--- src/aptc_pkg.sv ---
// Purpose: constants for the converter pair trigger and status block
// Assumes: 16-bit register port, one system clock at 100 MHz
// Notes: register offsets are word indices on the plain register port
// Function
// - data-ready flag sets when pair result is buffered, cleared by writing zero
// - status register holds flags for pairs 0,1,2,3,6 only; others read zero; no pair 6 is built here, so bit 6 always reads zero
// - base register keeps written bits 15..1; bit 0 reads zero
// - base register read returns stored base plus encoded ready-flag number
// - encoder gives lowest-numbered set ready flag; pair 0 wins
// - encoded number shifted left two before the add
// - config bit one: pin digital, read input on, mux to ground
// - config bit zero: pin analog, read input off, pin sampled
// - irq enable set raises pair interrupt on conversion completion
// - pending sets on selected trigger, clears at conversion completion
// - individual soft kick starts pair only when source selects it
// - soft kick bit cleared by hardware as pending sets
// - codes 1,2,3 select individual soft, global soft, special event
// - codes 4,5,7 select pwm 1,2,4 primary; 6 reserved
// - codes 14,15,17 select pwm 1,2,4 secondary; 16 reserved
// - codes 23,24,26 select pwm 1,2,4 current limit; 25 reserved
// - code 12 timer one, code 31 timer two; 27..30 reserved
// - control low: upper byte pair 1, lower byte pair 0
// - triggered pair waits pending until the converter is free
// - global soft kick not self-clearing; triggers every pair selecting it
// - simultaneous requests converted in order from lowest pair
package aptc_pkg;
  localparam logic [2:0] ADDR_READY = 3'h0;
  localparam logic [2:0] ADDR_BASE = 3'h1;
  localparam logic [2:0] ADDR_PINCFG = 3'h2;
  localparam logic [2:0] ADDR_CTRL_LOW = 3'h3;
  localparam logic [2:0] ADDR_CTRL_HIGH = 3'h4;
  localparam logic [2:0] ADDR_GLOBAL = 3'h5;
  localparam logic [15:0] READY_MASK = 16'h004f;
  localparam logic [15:0] BASE_MASK = 16'hfffe;
  localparam logic [15:0] PINCFG_MASK = 16'h00cf;
  localparam logic [15:0] RESET_VALUE = 16'h0000;
  localparam int GLOBAL_BIT = 10;
  localparam int ENC_SHIFT = 2;
  localparam int IRQ_BIT = 7;
  localparam int PEND_BIT = 6;
  localparam int KICK_BIT = 5;
  localparam int SRC_MSB = 4;
  localparam int NUM_PAIRS = 7;
  localparam logic [4:0] SRC_SOFT = 5'h01;
  localparam logic [4:0] SRC_GLOBAL = 5'h02;
  localparam logic [4:0] SRC_SPECIAL = 5'h03;
  localparam logic [4:0] SRC_PWM1_PRI = 5'h04;
  localparam logic [4:0] SRC_PWM2_PRI = 5'h05;
  localparam logic [4:0] SRC_PWM4_PRI = 5'h07;
  localparam logic [4:0] SRC_TMR1 = 5'h0c;
  localparam logic [4:0] SRC_PWM1_SEC = 5'h0e;
  localparam logic [4:0] SRC_PWM2_SEC = 5'h0f;
  localparam logic [4:0] SRC_PWM4_SEC = 5'h11;
  localparam logic [4:0] SRC_PWM1_LIM = 5'h17;
  localparam logic [4:0] SRC_PWM2_LIM = 5'h18;
  localparam logic [4:0] SRC_PWM4_LIM = 5'h1a;
  localparam logic [4:0] SRC_TMR2 = 5'h1f;
  localparam int CONV_NS = 500;
  localparam int CLK_NS = 10;
  localparam int CONV_CYCLES = CONV_NS / CLK_NS;
  typedef enum logic [1:0] {ST_IDLE, ST_CONVERT} aptc_state_t;
endpackage : aptc_pkg

--- src/aptc_top.sv ---
// Purpose: pair trigger, pending, ready, jump-table base and pin config
// Assumes: trigger strobes come from logic on the same clock
// Notes: the conversion itself is modelled as a fixed busy time
`timescale 1ns/1ns
module aptc_top #(
  parameter int CONV_CYCLES = aptc_pkg::CONV_CYCLES
) (
  input wire logic i_sys_clk,
  input wire logic i_srst,
  input wire logic [2:0] i_addr,
  input wire logic [15:0] i_wdata,
  input wire logic i_wr,
  input wire logic i_rd,
  output logic [15:0] o_rdata,
  input wire logic i_special,
  input wire logic [2:0] i_pwm_pri,
  input wire logic [2:0] i_pwm_sec,
  input wire logic [2:0] i_pwm_lim,
  input wire logic [1:0] i_tmr,
  output logic [7:0] o_pin_digital,
  output logic [7:0] o_mux_to_ground,
  output logic [3:0] o_pair_done_irq,
  output logic o_busy,
  output logic [1:0] o_conv_pair
);
  localparam int NP = 4;
  logic [NP-1:0] irq_en;
  logic [NP-1:0] pend;
  logic [NP-1:0] kick;
  logic [4:0] src [NP];
  logic [NP-1:0] trig;
  logic [NP-1:0] ready;
  logic [NP-1:0] done;
  logic global_kick;
  logic global_kick_q;
  logic global_pulse;
  logic [15:0] base;
  logic [15:0] pincfg;
  logic [15:0] ready_word;
  logic [15:0] ctrl_low;
  logic [15:0] ctrl_high;
  logic [15:0] enc;
  logic [2:0] enc_num;
  aptc_pkg::aptc_state_t state;
  logic [15:0] cnt;
  logic [1:0] cur;
  logic [1:0] next_cur;
  logic have_req;
  logic wr_low;
  logic wr_high;

  // pairs 0..3 map to status bits 0..3; pair 6 slot exists but has no channels here
  assign ready_word = {12'h000, ready} & aptc_pkg::READY_MASK;
  assign wr_low = i_wr && (i_addr == aptc_pkg::ADDR_CTRL_LOW);
  assign wr_high = i_wr && (i_addr == aptc_pkg::ADDR_CTRL_HIGH);

  genvar g;
  generate
    for (g = 0; g < NP; g++)
    begin : g_pair
      localparam int SH = (g % 2) * 8;
      logic wr_ctrl;
      logic [7:0] wbyte;
      assign wr_ctrl = (g < 2) ? wr_low : wr_high;
      assign wbyte = i_wdata[SH +: 8];

      aptc_trig_sel u_sel (
        .i_sel(src[g]),
        .i_soft(kick[g]),
        .i_global(global_pulse),
        .i_special(i_special),
        .i_pwm_pri(i_pwm_pri),
        .i_pwm_sec(i_pwm_sec),
        .i_pwm_lim(i_pwm_lim),
        .i_tmr(i_tmr),
        .o_trig(trig[g])
      );

      always_ff @(posedge i_sys_clk)
      begin
        if (i_srst)
        begin
          irq_en[g] <= 1'b0;
          src[g] <= 5'h00;
        end
        else if (wr_ctrl)
        begin
          irq_en[g] <= wbyte[aptc_pkg::IRQ_BIT];
          src[g] <= wbyte[aptc_pkg::SRC_MSB:0];
        end
      end

      // trigger wins over a conversion completion (done) of the same cycle
      always_ff @(posedge i_sys_clk)
      begin
        if (i_srst)
          pend[g] <= 1'b0;
        else if (trig[g])
          pend[g] <= 1'b1;
        else if (done[g])
          pend[g] <= 1'b0;
      end

      always_ff @(posedge i_sys_clk)
      begin
        if (i_srst)
          kick[g] <= 1'b0;
        else if (trig[g] && src[g] == aptc_pkg::SRC_SOFT)
          kick[g] <= 1'b0;
        // a plain write lets software withdraw a kick that never fired
        else if (wr_ctrl)
          kick[g] <= wbyte[aptc_pkg::KICK_BIT];
      end

      always_ff @(posedge i_sys_clk)
      begin
        if (i_srst)
          ready[g] <= 1'b0;
        else if (done[g])
          ready[g] <= 1'b1;
        else if (i_wr && i_addr == aptc_pkg::ADDR_READY && !i_wdata[g])
          ready[g] <= 1'b0;
      end

      assign done[g] = (state == aptc_pkg::ST_CONVERT) && (cnt == 16'h0000) && (cur == 2'(g));
      assign o_pair_done_irq[g] = done[g] && irq_en[g];
      assign o_pin_digital[2*g] = pincfg[2*g];
      assign o_pin_digital[2*g+1] = pincfg[2*g+1];
      assign o_mux_to_ground[2*g] = pincfg[2*g];
      assign o_mux_to_ground[2*g+1] = pincfg[2*g+1];
    end
  endgenerate

  // lowest pending pair converts first
  always_comb
  begin
    have_req = 1'b0;
    next_cur = 2'h0;
    for (int i = NP - 1; i >= 0; i--)
    begin
      if (pend[i])
      begin
        have_req = 1'b1;
        next_cur = 2'(i);
      end
    end
  end

  always_ff @(posedge i_sys_clk)
  begin
    if (i_srst)
    begin
      state <= aptc_pkg::ST_IDLE;
      cnt <= 16'h0000;
      cur <= 2'h0;
    end
    else
    begin
      case (state)
        aptc_pkg::ST_IDLE:
        begin
          if (have_req)
          begin
            state <= aptc_pkg::ST_CONVERT;
            cur <= next_cur;
            cnt <= 16'(CONV_CYCLES - 1);
          end
        end
        aptc_pkg::ST_CONVERT:
        begin
          if (cnt == 16'h0000)
            state <= aptc_pkg::ST_IDLE;
          else
            cnt <= cnt - 16'h0001;
        end
        default: state <= aptc_pkg::ST_IDLE;
      endcase
    end
  end
  assign o_busy = (state == aptc_pkg::ST_CONVERT);
  assign o_conv_pair = cur;

  always_ff @(posedge i_sys_clk)
  begin
    if (i_srst)
      global_kick <= 1'b0;
    else if (i_wr && i_addr == aptc_pkg::ADDR_GLOBAL)
      global_kick <= i_wdata[aptc_pkg::GLOBAL_BIT];
  end

  // one trigger per setting; a bit left set must not keep re-arming pairs
  always_ff @(posedge i_sys_clk)
  begin
    if (i_srst)
      global_kick_q <= 1'b0;
    else
      global_kick_q <= global_kick;
  end
  assign global_pulse = global_kick && !global_kick_q;

  always_ff @(posedge i_sys_clk)
  begin
    if (i_srst)
      base <= aptc_pkg::RESET_VALUE;
    else if (i_wr && i_addr == aptc_pkg::ADDR_BASE)
      base <= i_wdata & aptc_pkg::BASE_MASK;
  end

  always_ff @(posedge i_sys_clk)
  begin
    if (i_srst)
      pincfg <= aptc_pkg::RESET_VALUE;
    else if (i_wr && i_addr == aptc_pkg::ADDR_PINCFG)
      pincfg <= i_wdata & aptc_pkg::PINCFG_MASK;
  end

  // bit number of highest priority ready flag; zero if none set
  always_comb
  begin
    enc_num = 3'h0;
    for (int i = aptc_pkg::NUM_PAIRS - 1; i >= 0; i--)
    begin
      if (ready_word[i])
        enc_num = 3'(i);
    end
  end
  assign enc = {13'h0000, enc_num} << aptc_pkg::ENC_SHIFT;

  assign ctrl_low = {irq_en[1], pend[1], kick[1], src[1], irq_en[0], pend[0], kick[0], src[0]};
  assign ctrl_high = {irq_en[3], pend[3], kick[3], src[3], irq_en[2], pend[2], kick[2], src[2]};

  always_ff @(posedge i_sys_clk)
  begin
    if (i_srst)
      o_rdata <= 16'h0000;
    else if (i_rd)
    begin
      case (i_addr)
        aptc_pkg::ADDR_READY: o_rdata <= ready_word;
        aptc_pkg::ADDR_BASE: o_rdata <= base + enc;
        aptc_pkg::ADDR_PINCFG: o_rdata <= pincfg;
        aptc_pkg::ADDR_CTRL_LOW: o_rdata <= ctrl_low;
        aptc_pkg::ADDR_CTRL_HIGH: o_rdata <= ctrl_high;
        aptc_pkg::ADDR_GLOBAL: o_rdata <= 16'(global_kick) << aptc_pkg::GLOBAL_BIT;
        default: o_rdata <= 16'h0000;
      endcase
    end
    else
      o_rdata <= 16'h0000;
  end
endmodule : aptc_top

--- src/aptc_trig_sel.sv ---
// Purpose: decodes one pair's five-bit source code into a trigger strobe
// Assumes: all strobes are one-cycle pulses on the system clock
// Notes: unlisted codes give no trigger
`timescale 1ns/1ns
module aptc_trig_sel (
  input wire logic [4:0] i_sel,
  input wire logic i_soft,
  input wire logic i_global,
  input wire logic i_special,
  input wire logic [2:0] i_pwm_pri,
  input wire logic [2:0] i_pwm_sec,
  input wire logic [2:0] i_pwm_lim,
  input wire logic [1:0] i_tmr,
  output logic o_trig
);
  always_comb
  begin
    case (i_sel)
      aptc_pkg::SRC_SOFT: o_trig = i_soft;
      aptc_pkg::SRC_GLOBAL: o_trig = i_global;
      aptc_pkg::SRC_SPECIAL: o_trig = i_special;
      aptc_pkg::SRC_PWM1_PRI: o_trig = i_pwm_pri[0];
      aptc_pkg::SRC_PWM2_PRI: o_trig = i_pwm_pri[1];
      aptc_pkg::SRC_PWM4_PRI: o_trig = i_pwm_pri[2];
      aptc_pkg::SRC_PWM1_SEC: o_trig = i_pwm_sec[0];
      aptc_pkg::SRC_PWM2_SEC: o_trig = i_pwm_sec[1];
      aptc_pkg::SRC_PWM4_SEC: o_trig = i_pwm_sec[2];
      aptc_pkg::SRC_PWM1_LIM: o_trig = i_pwm_lim[0];
      aptc_pkg::SRC_PWM2_LIM: o_trig = i_pwm_lim[1];
      aptc_pkg::SRC_PWM4_LIM: o_trig = i_pwm_lim[2];
      aptc_pkg::SRC_TMR1: o_trig = i_tmr[0];
      aptc_pkg::SRC_TMR2: o_trig = i_tmr[1];
      default: o_trig = 1'b0;
    endcase
  end
endmodule : aptc_trig_sel

--- config.mk ---
export PLATFORM = sky130hd
export DESIGN_NAME = aptc_top
export DESIGN_NICKNAME = d
export VERILOG_FILES = /design/src/aptc_pkg.sv /design/src/aptc_top.sv /design/src/aptc_trig_sel.sv
export SDC_FILE = /design/constraint.sdc
export NUM_CORES = 1
export LEC_CHECK = 0
export BUFFER_PORTS_ARGS = -buffer_cell sky130_fd_sc_hd__buf_2
export CAP_MARGIN = 20
export CORE_MARGIN = 2
export CORE_UTILIZATION = 57
export DETAILED_ROUTE_END_ITERATION = 16
export GPL_TIMING_DRIVEN = 0
export PLACE_DENSITY = 0.77
export SYNTH_ARGS = -nofsm -noshare
export SYNTH_HDL_FRONTEND = slang
export SYNTH_SLANG_ARGS = --single-unit
--- constraint.sdc ---
create_clock -name i_sys_clk -period 6.3 [get_ports i_sys_clk]
set_input_delay 0.63 -clock i_sys_clk [delete_from_list [all_inputs] [get_ports i_sys_clk]]
set_output_delay 0.63 -clock i_sys_clk [all_outputs]
set_load 0.05 [all_outputs]
* Word-level counts from Yosys, hierarchy flattened
Memory sizes are Yosys's and may differ from the RTL's.
Index checks and enable logic that the tools add are counted.
** Cells by class
- Add/sub/neg operators :: 2
- Multipliers :: 0
- Divide/modulo/power cells :: 0
- Order comparisons :: 0
- Equal/unequal tests :: 68
- Shifts and indexed selects :: 0
- Mux-type cells :: 51
- Bitwise operators :: 5
- Reductions and logical operators :: 50
** Operators with widths (count)
- == test 5 bit, second input constant :: 20
- one-hot mux 16 bit (6 select lines) :: 1
- == test 5 x 3 -> 1 bit, second input constant :: 12
- == test 5 x 4 -> 1 bit, second input constant :: 12
- one-hot mux 1 bit (14 select lines) :: 4
- == test 5 x 2 -> 1 bit, second input constant :: 8
- 2-to-1 mux 16 bit :: 2
- one-hot mux 16 bit (2 select lines) :: 1
- 2-to-1 mux 1 bit :: 28
- logical AND 1 bit :: 24
- == test 5 x 1 -> 1 bit, second input constant :: 4
- 2-to-1 mux 5 bit :: 4
- nonzero test 2 bit :: 9
- adder 16 x 5 -> 16 bit :: 1
- zero test 16 bit :: 1
- subtractor 16 x 1 -> 16 bit, second input constant :: 1
- 2-to-1 mux 2 bit :: 7
- OR reduction 2 bit :: 5
- 2-to-1 mux 3 bit :: 3
- == test 3 x 2 -> 1 bit, second input constant :: 2
- == test 3 bit, second input constant :: 2
- zero test 1 bit :: 5
- == test 2 x 1 -> 1 bit, second input constant :: 2
- == test 2 bit, second input constant :: 2
- 10 further kinds :: 16
** Word-level totals
- Bits in registers :: 75
- Bits in latches :: 0
- Bits in writable memories :: 20
- ROM bits :: 0
- Output and inout port bits :: 39
- Memories :: 1
** Memories
- src :: depth 4, bits a word 5, rd ports 4, clocked after Yosys merged registers in 0, wr ports 4, line aptc_top.sv:30 : logic [4:0] src [NP];

* Depth between registers and ports, before layout
- Word-level depth :: 6
- Gate-level depth with buffers :: 10
- Gate-level depth less buffers :: 10

* Cells and area by module
From an unflattened synthesis, not the netlist that was laid out.
** Second synthesis, totals
- Cell total of the unflattened synthesis :: 572
- Area total of the unflattened synthesis :: 5151.2 µm²
** By module, submodules not included
- aptc_top :: instances 1, cells each 472, area each 4390.5 µm², seq. area each 2082.0 µm²
- aptc_trig_sel :: instances 4, cells each 25, area each 190.2 µm², seq. area each 0.0 µm²

* Least setup slack after synthesis
No wires, ideal clock.
- Kind :: flip-flop to output port
- Start point :: reg state[0]
- End point :: out o_pair_done_irq[1]
- Data arrival time :: 2.174 ns
- Data required time :: 5.670 ns
- Slack :: 3.496 ns
- Cell stages (with the launch flop) :: 5
- Cells stage by stage :: dfxtp_1 nor2b_1 nand3_1 or4_1 nor2_1
** On the way
- Cells in the longest elaborated chain, start to end :: 4
** Ends and longest elaborated chain
- start, declared :: line aptc_top.sv:44 : aptc_pkg::aptc_state_t state;
- start signal, assigned :: line aptc_top.sv:153 : state <= aptc_pkg::ST_IDLE;
- start signal, assigned :: line aptc_top.sv:164 : state <= aptc_pkg::ST_CONVERT;
- start signal, assigned :: line aptc_top.sv:172 : state <= aptc_pkg::ST_IDLE;
- == test 2 x 1 -> 1 bit :: line aptc_top.sv:125 : assign done[g] = (state == aptc_pkg::ST_CONVERT) && (cnt == 16'h0000) && (cur == 2'(g));
- logical AND 1 bit (2 in a row) :: line aptc_top.sv:125
- logical AND 1 bit :: line aptc_top.sv:126 : assign o_pair_done_irq[g] = done[g] && irq_en[g];
- end, declared :: line aptc_top.sv:22 : output logic [3:0] o_pair_done_irq,
Every way passes these cells.

* Worst setup path after layout
- Start point :: reg cnt[0]
- End point :: out o_pair_done_irq[1]
** On the way
- Cells in the longest elaborated chain, start to end :: 4
** Ends and longest elaborated chain
- start, declared :: line aptc_top.sv:45 : logic [15:0] cnt;
- start signal, assigned :: line aptc_top.sv:166 : cnt <= 16'(CONV_CYCLES - 1);
- start signal, assigned :: line aptc_top.sv:174 : cnt <= cnt - 16'h0001;
- zero test 16 bit :: line aptc_top.sv:125
- logical AND 1 bit (2 in a row) :: line aptc_top.sv:125
- logical AND 1 bit :: line aptc_top.sv:126
Every way passes these cells.

==> results.md <==
- Worst Path Required: ~5.7 ns
- Syn Inst Count: 570
- CTS Buf Count: 9
- Detail Placement HPWL: 10400 um
- Power density over the cells: around 320 nW/um^2
- Diode count: 0
- Fin crit period: 3.18 ns
- First-pass GRT wire length: 22000 um
- Reg2Reg Depth: 10
- Drt pass-1 iters: 5
- Asr flop ratio synth: 0%
- Fin Clk Skew: approximately 0.0084 ns
- CP Data Arrival Time: 2.55 ns
- Vias: 4719
- Tcrit/Tclk final: about half
- Final Power: 1800 uW
- Crit path capture type: primary output
- Worst-Margin Slew: approximately 0.6 ns
- Final GP Congestion: approximately 0.94
- Rel. slew slack: between 50% and 60%
- Worst-case clock buffer depth: 2
- Pin count of the biggest net entering global routing: 17
- Final ANT Viol Nets: 0
- Hold WC Path Type: register to register
- Global Route Usage Sum: 28.9%
- Initial cell density of the core: 58.2%
- Num rows: 34
- Boundary Pins: 74
- TritonCTS clock tree: yes
- Vias in the first global route: 4327
- Status: completed
- Synth Flop Type: dfxtp_1
- Max Freq: 0.314 GHz
- #FFs+latches synth: 94
- Post-Syn Area: 5030 um^2
- Synth area leader: dfxtp_1
- Hold path start: base[15]
- P_leak: 0.00221 uW
- Post-CTS Resized: 0
- Worst r2r dst: o_rdata[10]
- Syn Area/Cell: between 8 and 9 um^2
- Largest cells by area after synthesis: dfxtp_1 (29%), edfxtp_1 (12%), nand2_1 (4.4%)
- Setup repair bufs after CTS: 0
- Sinks on Clock Net: between 90 and 100
- Max Cap Violations: 0
- Hold_buf cts: 0
- Worst reg2reg path startpoint: ready[2]
- Die Wd: 97.9 um
- PortBufs: 64
- Post-synthesis sequential area ratio: 41.4%
- Initial antenna violation count: 0
- H-tree levels: 3
- CP startpoint: cnt[0]
- Die area: about 9600 um^2
- Die height: ~100 um
- Core Box Area: 8640 um^2
- Count leader, synth: dfxtp_1
- CTS root buf: clkbuf_8
- Synth cell count leaders: dfxtp_1 (74), nand2_1 (59), nor2_1 (58)
- GRT overflow: 0
- Post-synth EDFFs: 20
- Util after Layout: 65.8%
- Layout area overhead: 12.9%
- CP endpoint: o_pair_done_irq[1]
- Top cell type's share of synthesized area: 29.5%
- CP Max Fanout: 6
- Slew Viols, Final: 0
- R2R setup slack: about 3.8 ns
- RSZ-0062 raised after global routing: false
- DRT iter0 DRCs: between 300 and 400
- Worst-Skew Late Latency: 0.38 ns
- # DRC: 0
- Yosys warns: 0
- Clock-pin slew on the worst setup and hold paths: ~0.1 ns
- Nets: around 690
- Final setup fails: 0
- Via-to-Cell Ratio: 6.20
- Peak VDD IR: 0.170 mV
- Crit Path Class: register to primary output
- Routed wire per std cell: 18.2 um
- Number of unique standard cell types used by synthesis: 70
- Final hold violation count: 0
- Routed wire length: 13800 um
- Fraction of layout cells with a size suffix above 1: 18.7%
- Crit start category: register
- Final setup TNS: 0 ns
## kinds of logic (layout without fill, tap and decap cells)
logic type | count (synthesis) | count (layout) | share of synthesized area (%)
AO/OA/AOI/OAI | 119 | 119 | 16.3
adder cells (fa/ha/maj) | 4 | 4 | 1.14
XOR/XNOR | 22 | 22 | 3.83
flip-flops | 94 | 94 | 41.4
buffers and inverters | 62 | 142 | 5.55
other | 1 | 4 | 0.0746
multiplexers | 29 | 29 | 6.00
AND/OR/NAND/NOR | 239 | 239 | 25.7
## worst min-delay path by stage
stage,end,slack (ns),cells past startpoint
after floorplan,base[1],0.44,2
after global placement,base[15],0.45,2
after detailed placement,base[15],0.45,2
after CTS,base[15],0.46,2
after global routing,base[15],0.49,2
final,base[15],0.46,2
## report_power, final
| part | switching (uW) | internal, uW |
|---|---|---|
| Sequential | 84.6 | 681 |
| Clock | 226 | 170 |
| Combinational | 384 | 256 |
| Total | 694 | 1110 |
## critical path, cell delays in order (launching register included)
cell     delay [ns]
dfxtp_1        0.34
inv_1          0.08
ha_1           0.22
nor4b_4        0.41
nand2_2        0.11
or4_1          0.53
nor2_1         0.19
buf_2          0.29
## metal layers
layer / up-vias / part of all wire (%) / track usage, %
li1: 2206 / - / -
met1: 2211 / 40 / 39.1
met2: 272 / 47 / 46.6
met3: 30 / 10 / 4.15
met4: 0 / 2.5 / 11.8
met5: - / 0 / 0
## sequential cells by signal, indices dropped and copies added (netlist names)
signal	flops
src	20
cnt	16
o_rdata	16
base	15
ctrl_high	6
ctrl_low	6
pincfg	6
ready	4
o_conv_pair	2
global_kick	1
global_kick_q	1
state	1
## cells in the final DEF (no fill, tap or decap), types with 5 or more instances in the layout
| master | netlist | routed |
|---|---|---|
| a21oi_1 | 33 | 33 |
| a222oi_1 | 9 | 9 |
| a22oi_1 | 12 | 12 |
| a31oi_1 | 10 | 10 |
| and2_1 | 22 | 22 |
| and3_1 | 5 | 5 |
| buf_2 | 6 | 70 |
| buf_4 | 10 | 10 |
| clkbuf_1 | 25 | 27 |
| clkbuf_8 | 0 | 9 |
| dfxtp_1 | 74 | 74 |
| edfxtp_1 | 20 | 20 |
| inv_1 | 18 | 18 |
| mux2_2 | 9 | 9 |
| mux2i_1 | 20 | 20 |
| nand2_1 | 59 | 59 |
| nand2b_1 | 8 | 8 |
| nand3_1 | 13 | 13 |
| nand3b_1 | 6 | 6 |
| nor2_1 | 58 | 58 |
| nor2b_1 | 7 | 7 |
| nor3_1 | 10 | 10 |
| nor3b_1 | 5 | 5 |
| nor4_1 | 5 | 5 |
| o21ai_0 | 17 | 17 |
| o22ai_1 | 5 | 5 |
| or3_1 | 6 | 6 |
| xnor2_1 | 13 | 13 |
| xor2_1 | 9 | 9 |
## per-stage QoR
stage	instance area [um^2]	hold slack (ns)	std cells	worst slack, ns
after floorplan	5040	0.436	573	3.50
after CTS	5680	0.459	761	3.14
after detailed placement	5500	0.447	745	3.57
after global routing	5680	0.492	761	3.02
after global placement	5500	0.449	745	3.56
final	5680	0.458	761	3.12
## area by class of cell
cell class | count | area (um^2)
buffer | 44 | 211
clock buffer | 12 | 156
clock inverter | 4 | 26.3
fill | 733 | 2960
inverter | 18 | 67.6
multi-input combinational | 417 | 2680
sequential | 94 | 2080
tap | 108 | 135
timing repair buffer | 64 | 320
No activity file was read; power rests on OpenSTA's default activity.
